### src/kmc_defs.svh
// constants for the keypad menu controller: timing, key indices, offsets
`ifndef KMC_DEFS_SVH
`define KMC_DEFS_SVH

// --------------------------------------------------------------------
// timing
// --------------------------------------------------------------------
`define KMC_CLK_HZ 20000000
`define KMC_DEBOUNCE_US 20000
`define KMC_DEBOUNCE_CYC (`KMC_DEBOUNCE_US * (`KMC_CLK_HZ / 1000000))

// --------------------------------------------------------------------
// key positions in the raw key vector
// --------------------------------------------------------------------
`define KMC_KEY_PRG 0
`define KMC_KEY_DATA 1
`define KMC_KEY_REV 2
`define KMC_KEY_JOG 3
`define KMC_KEY_RUN 4
`define KMC_KEY_STOP 5
`define KMC_KEY_UP 6
`define KMC_KEY_DOWN 7
`define KMC_KEY_NUM 8

// --------------------------------------------------------------------
// register byte offsets (low eight address bits decoded)
// --------------------------------------------------------------------
`define KMC_A_CTRL 8'h00
`define KMC_A_STOP_SEL 8'h04
`define KMC_A_RUN_SEL_LO 8'h08
`define KMC_A_RUN_SEL_HI 8'h0C
`define KMC_A_PASSWORD 8'h10
`define KMC_A_DISP_ITEM 8'h14
`define KMC_A_STATUS 8'h18

// --------------------------------------------------------------------
// reset values and value limits
// --------------------------------------------------------------------
`define KMC_CTRL_RST 1'h0
`define KMC_STOP_SEL_RST 13'h0003
`define KMC_RUN_SEL_LO_RST 16'h001F
`define KMC_RUN_SEL_HI_RST 16'h0000
`define KMC_PASSWORD_RST 17'h00000
`define KMC_DISP_ITEM_RST 5'h00
`define KMC_STOP_ITEMS 13
`define KMC_VAL_MAX 17'h1869F
`define KMC_DIGIT_LAST 3'h4

`endif

### src/kmc_pkg.sv
// types shared by the keypad menu controller
`default_nettype none
package kmc_pkg;

   typedef enum logic [4:0] {
      MS_STATUS = 5'b00001,
      MS_PASS = 5'b00010,
      MS_GROUP = 5'b00100,
      MS_CODE = 5'b01000,
      MS_VALUE = 5'b10000
   } kmc_menu_t;

   typedef enum logic [1:0] {
      RV_IDLE = 2'b01,
      RV_DECEL = 2'b10
   } kmc_rev_t;

   typedef struct packed {
      logic writable;
      logic stop_only;
   } kmc_attr_t;

   typedef struct packed {
      logic [3:0] group;
      logic [5:0] code;
   } kmc_paddr_t;

   typedef struct packed {
      kmc_menu_t mode;
      logic [4:0] item;
      logic [16:0] value;
      logic [2:0] digit;
      logic flash;
   } kmc_disp_t;

endpackage
`default_nettype wire

### src/kmc_debounce.sv
// per-key debouncer producing a stable level and a one-cycle press pulse
`default_nettype none
module kmc_debounce #(
   parameter int unsigned N = 8,
   parameter int unsigned CYC = 400000
) (
   input wire logic clk,
   input wire logic rst_n,
   input wire logic [N-1:0] raw,
   output logic [N-1:0] level,
   output logic [N-1:0] press
);
   localparam int unsigned CW = $clog2(CYC + 1);
   localparam logic [CW-1:0] LAST = CW'(CYC - 1);

   genvar g;
   generate
      for (g = 0; g < N; g++)
      begin : g_key
         logic [CW-1:0] cnt_r;
         logic stable_r;
         logic press_r;
         // a change must persist for the full window before it counts
         always_ff @(posedge clk or negedge rst_n)
         begin
            if (!rst_n)
            begin
               cnt_r <= '0;
               stable_r <= 1'b0;
               press_r <= 1'b0;
            end
            else
            begin
               press_r <= 1'b0;
               if (raw[g] == stable_r)
                  cnt_r <= '0;
               else if (cnt_r == LAST)
               begin
                  cnt_r <= '0;
                  stable_r <= raw[g];
                  press_r <= raw[g];
               end
               else
                  cnt_r <= cnt_r + 1'b1;
            end
         end
         assign level[g] = stable_r;
         assign press[g] = press_r;
      end
   endgenerate
endmodule
`default_nettype wire

### src/kmc_top.sv
// keypad menu controller: key decode, three-level menu, drive commands
//
// Contract
// - program key enters first menu level, or leaves an open group
// - data key in normal operation advances to the next status item
// - in programming, data shows value first, second press commits it
// - reversal key decelerates to zero, then runs the opposite direction
// - jog key issues jog outside editing, shifts edit digit left inside
// - run key starts drive, ignored when run source is terminals
// - stop key stops drive; after a fault it clears and resets
// - up/down step through items, or change the value being edited
// - menu levels: group, then code within group, then code value
// - data at value level saves, returns, selects next function code
// - program at value level returns without saving, same code
// - digit flashes only when editable; read-only items accept no edits
// - stop-only parameters reject edits while the drive runs
// - stopped state offers 13 items, each enabled by stopped select
// - running state offers 32 items, enabled by two running selects
// - each select bit enables one item; cycling skips disabled, wraps
// - selected status item survives power loss via software-held copy
// - nonzero password demands correct entry from zero before access
//
// Design decisions made here: the register addresses and the AHB-Lite slave port.
`include "kmc_defs.svh"
`default_nettype none
module kmc_top
   import kmc_pkg::*;
#(
   parameter int unsigned DEBOUNCE_CYC = `KMC_DEBOUNCE_CYC,
   parameter logic [3:0] GROUP_LAST = 4'hF,
   parameter logic [5:0] CODE_LAST = 6'h3F
) (
   input wire logic hclk,
   input wire logic hresetn,
   input wire logic hsel,
   input wire logic [31:0] haddr,
   input wire logic [1:0] htrans,
   input wire logic hwrite,
   input wire logic [2:0] hsize,
   input wire logic [31:0] hwdata,
   input wire logic hready,
   output logic hreadyout,
   output logic [31:0] hrdata,
   output logic hresp,
   input wire logic [`KMC_KEY_NUM-1:0] keys_raw,
   input wire logic [16:0] param_rd_data,
   input wire kmc_attr_t param_attr,
   input wire logic drive_running,
   input wire logic drive_fault,
   input wire logic motor_at_zero,
   output var kmc_paddr_t param_addr,
   output logic param_wr_en,
   output logic [16:0] param_wr_data,
   output logic run_cmd,
   output logic stop_cmd,
   output logic jog_cmd,
   output logic fault_reset,
   output logic decel_to_zero,
   output logic dir_reverse,
   output var kmc_disp_t display,
   output logic pass_prompt
);
   // ------------------------------------------------------------------
   // keys, state and editing arithmetic
   // ------------------------------------------------------------------
   // first enabled item after cur, wrapping; cur itself if none other
   function automatic logic [4:0] next_item(input logic [31:0] mask,
                                            input logic [4:0] cur);
      logic [4:0] res, idx;
      res = cur;
      for (int i = 32; i >= 1; i--)
      begin
         idx = cur + i[4:0];
         if (mask[idx])
            res = idx;
      end
      return res;
   endfunction
   // place weights 1, 10, 100, 1000, 10000 of the edited digit
   localparam logic [84:0] WEIGHTS = {17'h02710, 17'h003E8, 17'h00064,
                                      17'h0000A, 17'h00001};
   logic [`KMC_KEY_NUM-1:0] key_press, key_level;
   kmc_debounce #(.N(`KMC_KEY_NUM), .CYC(DEBOUNCE_CYC)) u_deb (
      .clk(hclk), .rst_n(hresetn), .raw(keys_raw),
      .level(key_level), .press(key_press));
   wire k_prg = key_press[`KMC_KEY_PRG], k_data = key_press[`KMC_KEY_DATA];
   wire k_rev = key_press[`KMC_KEY_REV], k_jog = key_press[`KMC_KEY_JOG];
   wire k_run = key_press[`KMC_KEY_RUN], k_stop = key_press[`KMC_KEY_STOP];
   wire k_up = key_press[`KMC_KEY_UP], k_down = key_press[`KMC_KEY_DOWN];
   logic run_src_term_r;
   logic [12:0] stop_sel_r;
   logic [15:0] run_sel_lo_r;
   logic [15:0] run_sel_hi_r;
   logic [16:0] password_r;
   logic [4:0] item_r, item_nxt;
   kmc_menu_t menu_r, menu_nxt;
   kmc_rev_t rev_r, rev_nxt;
   logic [3:0] group_r, group_nxt;
   logic [5:0] code_r, code_nxt;
   logic [16:0] val_r, val_nxt;
   logic [2:0] digit_r, digit_nxt;
   logic unlock_r, unlock_nxt;
   logic wr_r, wr_nxt, adv_r;
   logic dir_r, dir_nxt;
   wire [31:0] stop_mask = {{(32-`KMC_STOP_ITEMS){1'b0}},
                            stop_sel_r};
   wire [31:0] run_mask = {run_sel_hi_r, run_sel_lo_r};
   wire [31:0] cur_mask = drive_running ? run_mask : stop_mask;
   wire item_ev = (menu_r == MS_STATUS) && k_data;
   wire [16:0] weight = WEIGHTS[digit_r*17 +: 17];
   wire [17:0] val_sum = {1'b0, val_r} + {1'b0, weight};
   wire [16:0] val_inc = (val_sum > {1'b0, `KMC_VAL_MAX}) ? val_r
                                                          : val_sum[16:0];
   wire [16:0] val_dec = (val_r < weight) ? val_r : val_r - weight;
   wire [2:0] digit_left = (digit_r == `KMC_DIGIT_LAST) ? 3'h0
                                                        : digit_r + 3'h1;
   // stop-only items lock while running; read-only items always lock
   wire editable = param_attr.writable &&
                   !(param_attr.stop_only && drive_running);
   wire pw_set = (password_r != 17'h00000);
   wire can_edit = (menu_r == MS_PASS) ||
                   ((menu_r == MS_VALUE) && editable);
   wire [16:0] val_edit = !can_edit ? val_r : k_up ? val_inc :
                          k_down ? val_dec : val_r;
   wire [2:0] digit_edit = (can_edit && k_jog && !k_up && !k_down) ?
                           digit_left : digit_r;
   // ------------------------------------------------------------------
   // menu and reversal state machines
   // ------------------------------------------------------------------
   always_comb
   begin
      menu_nxt = menu_r;
      group_nxt = group_r;
      code_nxt = code_r;
      val_nxt = val_edit;
      digit_nxt = digit_edit;
      unlock_nxt = unlock_r;
      wr_nxt = 1'b0;
      item_nxt = item_r;
      case (menu_r)
         MS_STATUS:
         begin
            if (k_prg)
            begin
               // protection is back in force each time the menu is left
               menu_nxt = (pw_set && !unlock_r) ? MS_PASS : MS_GROUP;
               val_nxt = 17'h00000;
               digit_nxt = 3'h0;
            end
            else if (k_data)
               item_nxt = next_item(cur_mask, item_r);
         end
         MS_PASS:
         begin
            if (k_prg)
               menu_nxt = MS_STATUS;
            else if (k_data)
            begin
               unlock_nxt = (val_r == password_r);
               menu_nxt = unlock_nxt ? MS_GROUP : MS_PASS;
               val_nxt = 17'h00000;
               digit_nxt = 3'h0;
            end
         end
         MS_GROUP:
         begin
            if (k_prg)
               menu_nxt = MS_STATUS;
            else if (k_data)
            begin
               menu_nxt = MS_CODE;
               code_nxt = 6'h00;
            end
            else if (k_up)
               group_nxt = (group_r == GROUP_LAST) ? 4'h0 : group_r + 4'h1;
            else if (k_down)
               group_nxt = (group_r == 4'h0) ? GROUP_LAST : group_r - 4'h1;
         end
         MS_CODE:
         begin
            if (k_prg)
               menu_nxt = MS_GROUP;
            else if (k_data)
            begin
               menu_nxt = MS_VALUE;
               val_nxt = param_rd_data;
               digit_nxt = 3'h0;
            end
            else if (k_up)
               code_nxt = (code_r == CODE_LAST) ? 6'h00 : code_r + 6'h01;
            else if (k_down)
               code_nxt = (code_r == 6'h00) ? CODE_LAST : code_r - 6'h01;
         end
         MS_VALUE:
         begin
            if (k_prg)
               menu_nxt = MS_CODE;
            else if (k_data)
            begin
               menu_nxt = MS_CODE;
               wr_nxt = editable;
            end
         end
         default:
            menu_nxt = MS_STATUS;
      endcase
      // the write pulse must carry the saved code, so step one cycle later
      if (adv_r)
         code_nxt = (code_r == CODE_LAST) ? 6'h00 : code_r + 6'h01;
      if (menu_nxt == MS_STATUS)
         unlock_nxt = 1'b0;
   end
   always_comb
   begin
      rev_nxt = rev_r;
      dir_nxt = dir_r;
      case (rev_r)
         RV_IDLE:
            if (k_rev && drive_running)
               rev_nxt = RV_DECEL;
            else if (k_rev)
               dir_nxt = ~dir_r;
         RV_DECEL:
            if (motor_at_zero)
            begin
               // a running drive's direction flips only once the motor stands at zero
               rev_nxt = RV_IDLE;
               dir_nxt = ~dir_r;
            end
         default:
            rev_nxt = RV_IDLE;
      endcase
   end
   // ------------------------------------------------------------------
   // bus slave (zero wait, word only, always OKAY)
   // ------------------------------------------------------------------
   logic wph_r;
   logic [7:0] wadr_r;
   wire ahb_go = hsel && htrans[1] && hready;
   wire [7:0] radr = haddr[7:0];
   wire we_ctrl = wph_r && (wadr_r == `KMC_A_CTRL);
   wire we_stop = wph_r && (wadr_r == `KMC_A_STOP_SEL);
   wire we_rlo = wph_r && (wadr_r == `KMC_A_RUN_SEL_LO);
   wire we_rhi = wph_r && (wadr_r == `KMC_A_RUN_SEL_HI);
   wire we_pw = wph_r && (wadr_r == `KMC_A_PASSWORD);
   wire we_item = wph_r && (wadr_r == `KMC_A_DISP_ITEM);
   wire [31:0] status_word = {21'h000000, decel_to_zero, dir_r, unlock_r,
                              drive_running, menu_r, 2'h0};
   wire [31:0] rd_data =
      (radr == `KMC_A_CTRL) ? {31'h00000000, run_src_term_r} :
      (radr == `KMC_A_STOP_SEL) ? {19'h00000, stop_sel_r} :
      (radr == `KMC_A_RUN_SEL_LO) ? {16'h0000, run_sel_lo_r} :
      (radr == `KMC_A_RUN_SEL_HI) ? {16'h0000, run_sel_hi_r} :
      (radr == `KMC_A_PASSWORD) ? {15'h0000, password_r} :
      (radr == `KMC_A_DISP_ITEM) ? {27'h0000000, item_r} :
      (radr == `KMC_A_STATUS) ? status_word : 32'h00000000;
   assign hreadyout = 1'b1;
   assign hresp = 1'b0;
   always_ff @(posedge hclk or negedge hresetn)
   begin
      if (!hresetn)
      begin
         wph_r <= 1'b0;
         wadr_r <= 8'h00;
         hrdata <= 32'h00000000;
         run_src_term_r <= `KMC_CTRL_RST;
         stop_sel_r <= `KMC_STOP_SEL_RST;
         run_sel_lo_r <= `KMC_RUN_SEL_LO_RST;
         run_sel_hi_r <= `KMC_RUN_SEL_HI_RST;
         password_r <= `KMC_PASSWORD_RST;
      end
      else
      begin
         wph_r <= ahb_go && hwrite;
         wadr_r <= radr;
         hrdata <= (ahb_go && !hwrite) ? rd_data : 32'h00000000;
         if (we_ctrl)
            run_src_term_r <= hwdata[0];
         if (we_stop)
            stop_sel_r <= hwdata[12:0];
         if (we_rlo)
            run_sel_lo_r <= hwdata[15:0];
         if (we_rhi)
            run_sel_hi_r <= hwdata[15:0];
         if (we_pw)
            password_r <= hwdata[16:0];
      end
   end
   always_ff @(posedge hclk or negedge hresetn)
   begin
      if (!hresetn)
      begin
         menu_r <= MS_STATUS;
         rev_r <= RV_IDLE;
         group_r <= 4'h0;
         code_r <= 6'h00;
         val_r <= 17'h00000;
         digit_r <= 3'h0;
         unlock_r <= 1'b0;
         wr_r <= 1'b0;
         adv_r <= 1'b0;
         dir_r <= 1'b0;
         item_r <= `KMC_DISP_ITEM_RST;
         run_cmd <= 1'b0;
         stop_cmd <= 1'b0;
         fault_reset <= 1'b0;
         jog_cmd <= 1'b0;
      end
      else
      begin
         menu_r <= menu_nxt;
         rev_r <= rev_nxt;
         group_r <= group_nxt;
         code_r <= code_nxt;
         val_r <= val_nxt;
         digit_r <= digit_nxt;
         unlock_r <= unlock_nxt;
         wr_r <= wr_nxt;
         adv_r <= (menu_r == MS_VALUE) && k_data && !k_prg;
         dir_r <= dir_nxt;
         // a key step beats a software restore in the same cycle
         item_r <= item_ev ? item_nxt :
                   we_item ? hwdata[4:0] : item_r;
         run_cmd <= k_run && !run_src_term_r;
         stop_cmd <= k_stop && !drive_fault;
         fault_reset <= k_stop && drive_fault;
         jog_cmd <= key_level[`KMC_KEY_JOG] &&
                    (menu_r != MS_VALUE) && (menu_r != MS_PASS);
      end
   end
   assign param_addr = '{group: group_r, code: code_r};
   assign param_wr_en = wr_r;
   assign param_wr_data = val_r;
   assign decel_to_zero = (rev_r == RV_DECEL);
   assign dir_reverse = dir_r;
   assign pass_prompt = (menu_r == MS_PASS);
   assign display = '{mode: menu_r, item: item_r, value: val_r,
                      digit: digit_r, flash: can_edit};
endmodule
`default_nettype wire

### config.mk
export PLATFORM = sky130hd
export DESIGN_NAME = kmc_top
export DESIGN_NICKNAME = d
export VERILOG_FILES = /design/src/kmc_pkg.sv /design/src/kmc_debounce.sv /design/src/kmc_top.sv
export VERILOG_INCLUDE_DIRS = /design/src /design/src/src
export SDC_FILE = /design/constraint.sdc
export NUM_CORES = 1
export LEC_CHECK = 0
export BUFFER_PORTS_ARGS = -buffer_cell sky130_fd_sc_hd__buf_2
export CORE_MARGIN = 1.5
export CORE_UTILIZATION = 60
export DETAILED_ROUTE_END_ITERATION = 6
export GPL_TIMING_DRIVEN = 0
export PLACE_DENSITY = 0.8
export SETUP_SLACK_MARGIN = 0.4
export SYNTH_ARGS = -nofsm -noshare
export SYNTH_HDL_FRONTEND = slang
export SYNTH_HIERARCHICAL = 1
export SYNTH_SLANG_ARGS = --single-unit
### constraint.sdc
create_clock -name hclk -period 11.7 [get_ports hclk]
set_input_delay 1.17 -clock hclk [delete_from_list [all_inputs] [get_ports hclk]]
set_output_delay 1.17 -clock hclk [all_outputs]
set_load 0.05 [all_outputs]
Word-level counts from Yosys, hierarchy flattened
Index checks and enable logic that the tools add are counted.

storage, ports and cells
  flip-flop bits (word level) = 307
  bits of input ports = 104
  output and inout port bits = 100
  logic and storage cells = 454

operators by class
  add/subtract/negate cells = 46
  multiply operators = 1
  magnitude comparators = 34
  equal/unequal tests = 56
  shift-type cells = 1
  mux-type cells = 197
  bitwise operators = 11
  reductions and logical operators = 61

operators with widths
  cell                                                                            number
  19-bit two-way mux                                                              16
  17-bit two-way mux                                                              16
  5-bit two-way mux                                                               44
  5-bit by 6-bit less-than comparator with 1-bit output (second input constant)   32
  1-bit binary-select mux with 5-bit select                                       32
  19-bit by 1-bit adder with 19-bit output (second input constant)                8
  19-bit == test (second input constant)                                          8
  85-bit by 9-bit variable part select with 17-bit output (first input constant)  1
  5-bit adder (second input constant)                                             16
  1-bit two-way mux                                                               58
  6-bit two-way mux                                                               9
  17-bit one-hot mux with 3 select lines                                          1
  5-bit by 4-bit adder with 5-bit output (second input constant)                  8
  8-bit by 5-bit == test with 1-bit output (second input constant)                5
  36-bit by 35-bit inequality test with 1-bit output (second input constant)      1
  33-bit by 1-bit inequality test with 1-bit output (second input constant)       1
  8-bit by 4-bit == test with 1-bit output (second input constant)                4
  32-bit two-way mux                                                              1
  1-bit logical AND                                                               26
  5-bit one-hot mux with 5 select lines                                           1
  11-bit two-way mux                                                              2
  3-bit two-way mux                                                               7
  5-bit by 3-bit adder with 5-bit output (second input constant)                  4
  17-bit by 17-bit adder with 18-bit output                                       1
  other kinds (51)                                                                105

Logic depth before layout (Yosys ltp)
Gate-level depths: netlist of run 1.

  depth in word-level cells = 38
  mapped depth = 22
  mapped depth without buffers = 18

By module
The synthesis of run 1 kept the hierarchy.

modules (own cells, without submodules)
  module        instances  cells each  area an instance (µm²)  sequential area each (µm²)
  kmc_top       1          1772        15222.1                 3489.6
  kmc_debounce  1          878         8584.5                  4204.0

Worst setup path before layout of run 1
Ideal clock, no wire load.

  path kind = flip-flop to flip-flop
  start point = register item_r[2]
  end point = register item_r[0]
  library setup time = 0.127 ns
  arrival time = 5.399 ns
  required time = 11.573 ns
  setup slack = 6.173 ns
  stages on the path, launching flop included = 19
  buffers on the path = 5
  period minus slack after synthesis = 5.527 ns
  path through = dfrtp_1 buf_2 buf_1 inv_1 clkbuf_1 ha_1 buf_1 clkbuf_1 mux4_2 mux2i_1 nand2_1 a31oi_1 o21ai_0 or4_1 or3_4 o31ai_4 nor3_2 o21ai_2 mux2_1

on the way
  longest elaborated chain between the ends = 37
  elaborated cells between the ends (all ways) = 132
  classes of those cells = 31 x add/sub; 2 x eq/ne; 98 x mux; 1 x reduce/logical

ends and longest elaborated chain
  element                                    RTL line        RTL
  start: declaration                         kmc_top.sv:95   logic [4:0] item_r, item_nxt;
  start signal: assignment                   kmc_top.sv:303  item_r <= `KMC_DISP_ITEM_RST;
  start signal: assignment                   kmc_top.sv:322  item_r <= item_ev ? item_nxt :
  5-bit adder                                kmc_top.sv:73   idx = cur + i[4:0];
  1-bit binary-select mux with 5-bit select  kmc_top.sv:74   if (mask[idx])
  1-bit two-way mux (implied by the code)    kmc_top.sv:74
  5-bit two-way mux (30 in series)           kmc_top.sv:74
  5-bit two-way mux                          kmc_top.sv:150  else if (k_data)
  5-bit two-way mux                          kmc_top.sv:143  if (k_prg)
  5-bit two-way mux                          kmc_top.sv:140  case (menu_r)
  5-bit two-way mux                          kmc_top.sv:322

Several ways; a longest one is shown, not always the timed one. The select of a mux whose other input is x is not followed.
A chain may end at the register's enable or synchronous reset.

Worst setup path in the final report of run 1
  start point = register item_r[1]
  end point = register item_r[0]

Same word-level chain as after synthesis.

==> run summary, run 1 <==
Status: finished, final reports clean
Slew HR: 0.0961
WL met2: 35300 um
Slew @ Worst Pin: 1350 ps
Crit path max-delay family: multiplexers
Clock sinks: 307
Routed vias/inst: 6.76
Grt total ovfl: 0
Worst EP arrival: 7950 ps
Cell Count Post-Placement: 3320
Yosys warnings: 6
NumNets Final: 2998
DRT Pass-1 Iters: 7
TritonCTS clock tree: yes
Crit path launch type: register
Ordered cell list for the critical path: inv_1, clkbuf_1, clkbuf_1, ha_1, buf_2, xor2_2, mux4_2, mux2i_1, mux2i_1, or4_1, or3_4, o31ai_4, nor3_2, o21ai_2, mux2_1
RePlAce Congestion: 1.07
CP endpoint kind: register
Final Hold Vio Count: 0
Met3 wire len: 9400 um
# DRC: 0
Clock latency on the worst-skew pair: 580 ps
Initial antenna violation count: 9
Max Clock Skew: 33.8 ps
Die height: 202 um
H-Tree Level Count: 2
Total GRT Usage: 0.394
Avg Inst Size Synth: 8.99 um^2
Hold WC Path Type: register to register
Port bufs: 142
Worst vdd ir: 0.121 mV
DIE WIDTH: 202 um
Slew Limit Fails: 0
Vias: 22900
Number of buffers inserted by post-CTS setup repair: 0
CP required: 12120 ps
Final wirelength: 80800 um
Final cell count without fillers: 3388
Pwr Density: 96.8 mW/mm^2
Setup TNS: 0 ps
Maxcap violations: 0
Core box area: 0.0388 mm^2
Wire per inst: 23.8 um
WS Path Type: register to register
I/O pins: 204
DR top layer: met5
Period utilisation layout: 0.643
DRT met1 WL: 32600 um
Antenna Nets Post-Route: 0
Ratio of cells with drive above 1 in the final layout: 0.167
Die ar.: 0.0408 mm^2
Hold-fix buffers, CTS: 0
Fmax: 133 MHz
Post-synthesis cell count: 2643
Slowest stage cell, crit path: clkbuf_1
Worst path max stage delay: 850 ps
Rows: 72
Setup violations, final: 0
Leakage: 10.8 nW
Cell area after synthesis: 0.0238 mm^2
RSZ-0062 raised after global routing: no
Root Buffer: clkbuf_16
1st-iter DRT viols: 2787
Worst path buffer plus inverter count: 4
CTS clk-pin slew, worst paths: 60 ps
TritonCTS Buffers: 34
Post-cts resize count: 0
Initial Utilization: 0.612
Number of global-route vias before repair: 22000
Max clock buf depth: 3
Area Overhead vs Synth: 11.1%
First-pass GRT wire length: 126000 um
Tmin final: 7520 ps
Largest net degree at the start of global routing: 127
HPWL after DPL: 60600 um
Crit-path max FO: 13
per-layer routing:
layer | vias to the layer above | global-route usage
li1 | 10100 | -
met1 | 11200 | 0.539
met2 | 1362 | 0.592
met3 | 226 | 0.110
met4 | 2 | 0.155
met5 | - | 0
worst paths after layout:
kind | start | end | slack [ps] | cells after the start
max | item_r[1] | item_r[0] | 4180 | 15
min | u_deb/g_key[0].stable_r | u_deb/g_key[0].press_r | 470 | 1
max reg2reg | item_r[1] | item_r[0] | 4180 | 15
min reg2reg | u_deb/g_key[0].stable_r | u_deb/g_key[0].press_r | 470 | 1
max in group asynchronous | hresetn | u_deb/g_key[4].stable_r | 9620 | 3
min in group asynchronous | hresetn | u_deb/g_key[1].cnt_r[10] | 560 | 1
worst reg2reg max path, cell delays in order (launching register included):
cell	delay (ps)
dfrtp_1	670
inv_1	190
clkbuf_1	440
clkbuf_1	850
ha_1	280
buf_2	310
xor2_2	650
mux4_2	640
mux2i_1	700
mux2i_1	500
or4_1	670
or3_4	370
o31ai_4	570
nor3_2	120
o21ai_2	100
mux2_1	340
sequential cells by signal (all words and copies together), names as in the netlist, 6 cells and up:
register	cells
u_deb/g_key.press_r	8
password_r	17
hrdata	17
stop_sel_r	13
run_sel_hi_r	16
code_r	6
param_wr_data	17
u_deb/g_key.cnt_r	152
u_deb/g_key.stable_r	8
run_sel_lo_r	16
wadr_r	8
cell type report:
cell class / instances / area, um^2
multi-input combinational: 2082 / 14800
clock buffer: 51 / 1030
fill: 3043 / 12400
clock inverter: 9 / 111
buffer: 164 / 886
tap: 518 / 648
sequential: 307 / 7690
timing repair buffer: 144 / 776
antenna: 8 / 20.0
inverter: 105 / 394
layout by cell type, fill, tap and decap left out, types with 53 or more instances in the layout:
cell type  instances
buf_2            162
inv_1             97
nor2_1           310
a21oi_1          127
nand3_1           91
mux2i_1           75
nor3_1            69
ha_1              54
dfrtp_1          298
xor2_1            53
nor4_1            60
nand2_1          197
nand4_1           72
o21ai_0           74
mux2_2            84
mux4_2            68
clkbuf_1          88
xnor2_1          151
where the power goes:
group          switching (W)  total [W]  internal (W)
Clock               0.000466    0.00110      0.000635
Combinational       0.000227   0.000343      0.000116
Sequential         0.0000286    0.00111       0.00108
Total               0.000722    0.00255       0.00183
through the flow:
stage	worst slack (ps)	hold WS [ps]	total power, W	utilization	area, um^2
4_1_cts	4540	482	0.00255	0.679	26400
3_3_place_gp	3920	458	0.00145	0.648	25200
3_5_place_dp	4590	466	0.00146	0.650	25200
5_1_grt	4100	495	0.00263	0.680	26400
6_report	4180	474	0.00255	0.680	26400
2_1_floorplan	6170	420	0.00133	-	23800
Power figures use the tool's default switching activity.
==> run 2, diff against run 1 <==
Clock period 11.7 ns to 7.8 ns, I/O delays scaled along.
==> run 2 against run 1 <==
Compared with the run above:
- the flow now finishes with violations (DRC)
- highest routed layer unchanged
- total power is 50% higher
- clock-buffer cell count did not move
- clock skew is 1.8 ps higher
- sequential power grew 50%
- utilization barely moved
- global-route usage stayed put
- die area stayed put
- cell area hardly changed
==> run summary, run 2 (same netlist as run 1, synthesis figures left out) <==
Maxcap violations: 0 (unchanged)
Area Overhead vs Synth: 11.1% (about the same)
Max Clock Skew: 35.6 ps (was 33.8 ps)
Root Buffer: clkbuf_16 (unchanged)
Clock latency on the worst-skew pair: 580 ps (about the same)
Clock share of power: 0.431 (about the same)
Initial antenna violation count: 9 (unchanged)
NetSw: 0.00108 W (was 0.000722 W)
Wire per inst: 23.9 um (was 23.8 um)
Initial Utilization: 0.612 (unchanged)
Die ar.: 0.0408 mm^2 (unchanged)
Setup TNS: 0 ps (unchanged)
Biggest register: u_deb/g_key.cnt_r (unchanged)
Crit-path max FO: 13 (unchanged)
Critical Path Most Common Cell: mux2i_1
Vias: 23000 (was 22900)
First-pass GRT wire length: 126000 um (unchanged)
Dpl cell area: 0.0252 mm^2 (unchanged)
Die height: 202 um (unchanged)
DIE WIDTH: 202 um (unchanged)
1st-iter DRT viols: 2789 (was 2787)
Antenna Nets Post-Route: 0 (unchanged)
Max reg flops: 152 (unchanged)
Core box area: 0.0388 mm^2 (unchanged)
Rows: 72 (unchanged)
DRT Pass-1 Iters: 7 (unchanged)
Reg2reg end: item_r[0] (unchanged)
Final Cell Area: 0.0264 mm^2 (about the same)
Fmax: 141 MHz (was 133 MHz)
NumNets Final: 2998 (unchanged)
Final Hold Vio Count: 0 (unchanged)
Pwr Density: 145 mW/mm^2 (was 96.8 mW/mm^2)
Tmin final: 7070 ps (was 7520 ps)
Worst vdd ir: 0.180 mV (was 0.121 mV)
R2R depth: 15 (unchanged)
Hold WC Path Type: primary input to async pin (was register to register)
Reg2reg start: item_r[1] (unchanged)
Grt total ovfl: 0 (unchanged)
Routed vias/inst: 6.79 (was 6.76)
Number of global-route vias before repair: 22000 (unchanged)
Tot Pwr: 0.00383 W (was 0.00255 W)
Worst setup margin: 727 ps (was 4180 ps)
DP Worst Slack: 688 ps (was 4590 ps)
Slew HR: 0.134 (was 0.0961)
Ratio of cells with drive above 1 in the final layout: 0.168 (was 0.167)
Combinational share of power: 0.134 (about the same)
Period utilisation layout: 0.907 (was 0.643)
Max clock buf depth: 3 (unchanged)
Int Pwr: 0.00275 W (was 0.00183 W)
RePlAce Congestion: 1.07 (unchanged)
Failing checks: DRC
RSZ-0062 raised after global routing: no (unchanged)
WS Path Type: register to register (unchanged)
CP required: 8220 ps (was 12120 ps)
Setup violations, final: 0 (unchanged)
Final wirelength: 80800 um (about the same)
Ordered cell list for the critical path: inv_1, clkbuf_1, clkbuf_2, ha_1, buf_2, xor2_2, mux4_2, mux2i_1, mux2i_1, or4_1, or3_4, o31ai_4, nor3_2, o21ai_2, mux2_1 (was inv_1, clkbuf_1, clkbuf_1, ha_1, buf_2, xor2_2, mux4_2, mux2i_1, mux2i_1, or4_1, or3_4, o31ai_4, nor3_2, o21ai_2, mux2_1)
TritonCTS clock tree: yes (unchanged)
HPWL after DPL: 60600 um (unchanged)
Slew Limit Fails: 0 (unchanged)
Total GRT Usage: 0.394 (unchanged)
# DRC: 1 (was 0)
CTS clk-pin slew, worst paths: 60 ps (about the same)
H-Tree Level Count: 2 (unchanged)
Most common cell after layout, fill and taps aside: nor2_1 (unchanged)
Worst path max stage delay: 670 ps (was 850 ps)
Leakage: 10.8 nW (about the same)
I/O pins: 204 (unchanged)
Worst reg2reg setup slack: 730 ps (was 4180 ps)
Status: finished, violations left (was finished, final reports clean)
Largest net degree at the start of global routing: 127 (unchanged)
Slew @ Worst Pin: 1290 ps (was 1350 ps)
TritonCTS Buffers: 34 (unchanged)
Slowest stage cell, crit path: mux2i_1 (was clkbuf_1)
Register share of total power: 0.435 (about the same)
Worst EP arrival: 7500 ps (was 7950 ps)
Port bufs: 142 (unchanged)
Clock sinks: 307 (unchanged)
Hold-fix buffers, CTS: 0 (unchanged)
Most frequent cells in the layout: nor2_1, dfrtp_1, nand2_1, buf_2, xnor2_1 (unchanged)
Crit path launch type: register (unchanged)
Switch share: 0.282 (was 0.283)
CP endpoint kind: register (unchanged)
[run 2: cell count changes in the layout (fill, tap and decap cells not counted)]
| cell | delta |
|---|---|
| buf_1 | -1 |
| clkbuf_1 | -1 |
| clkbuf_2 | +2 |
[run 2: worst max path at each step]
stage	startpoint	endpoint	slack (ps)	cells after the start
3_3_place_gp	hresetn	run_sel_lo_r[13]	410	1
4_1_cts	item_r[1]	item_r[0]	640	15
5_1_grt	item_r[2]	item_r[0]	500	18
6_report	item_r[1]	item_r[0]	730	15
2_1_floorplan	item_r[2]	item_r[0]	2270	18
3_5_place_dp	item_r[1]	item_r[0]	690	15
[run 2: cell type report]
class | instances | area (um^2)
clock buffers | 51 | 1030
multi-input cells | 2082 | 14800
plain buffers | 164 | 888
fillers | 3043 | 12400
diodes | 8 | 20.0
flip-flops and latches | 307 | 7690
well taps | 518 | 648
clock inverters | 9 | 111
inverters | 105 | 394
repair buffers | 144 | 776
[run 2: worst max-delay path: cells and delay by family (launching register included)]
kind	cells	cell delay [ps]
and+or+nand+nor	3	1150
adders and majority gates	1	230
muxes	4	2140
buffers and inverters	4	1450
DFF	1	660
xor gates and xnor gates	1	650
AOI/OAI and AO/OA	2	630
[run 2: power groups by stage]
stage | Clock, W | Combinational, W | Sequential [W]
finish | 0.00165 | 0.000514 | 0.00167
global route | 0.00173 | 0.000549 | 0.00167
CTS | 0.00167 | 0.000496 | 0.00166
detailed placement | 0 | 0.000492 | 0.00169
global placement | 0 | 0.000484 | 0.00169
floorplan | 0 | 0.000315 | 0.00168
[run 2: repair_timing]
| action | in CTS | in global routing |
|---|---|---|
| setup buffers | 0 | 0 |
| endpoints found under the hold margin | 0 | 0 |
| setup endpoints to repair | 0 | 5 |
| gates resized for setup | 0 | 4 |
[run 2: layer usage]
| metal | up-vias | routed length (um) | track usage |
|---|---|---|---|
| met5 | - | 11 | 0 |
| li1 | 10100 | - | - |
| met4 | 2 | 3300 | 0.155 |
| met1 | 11200 | 32500 | 0.539 |
| met3 | 214 | 9450 | 0.110 |
| met2 | 1381 | 35600 | 0.592 |
[run 2: per-stage QoR]
step	utilization	std cells	hold slack, ps
global route	0.680	3387	184
CTS	0.679	3380	165
floorplan	-	2658	420
global placement	0.648	3318	458
detailed placement	0.650	3320	466
finish	0.680	3388	160
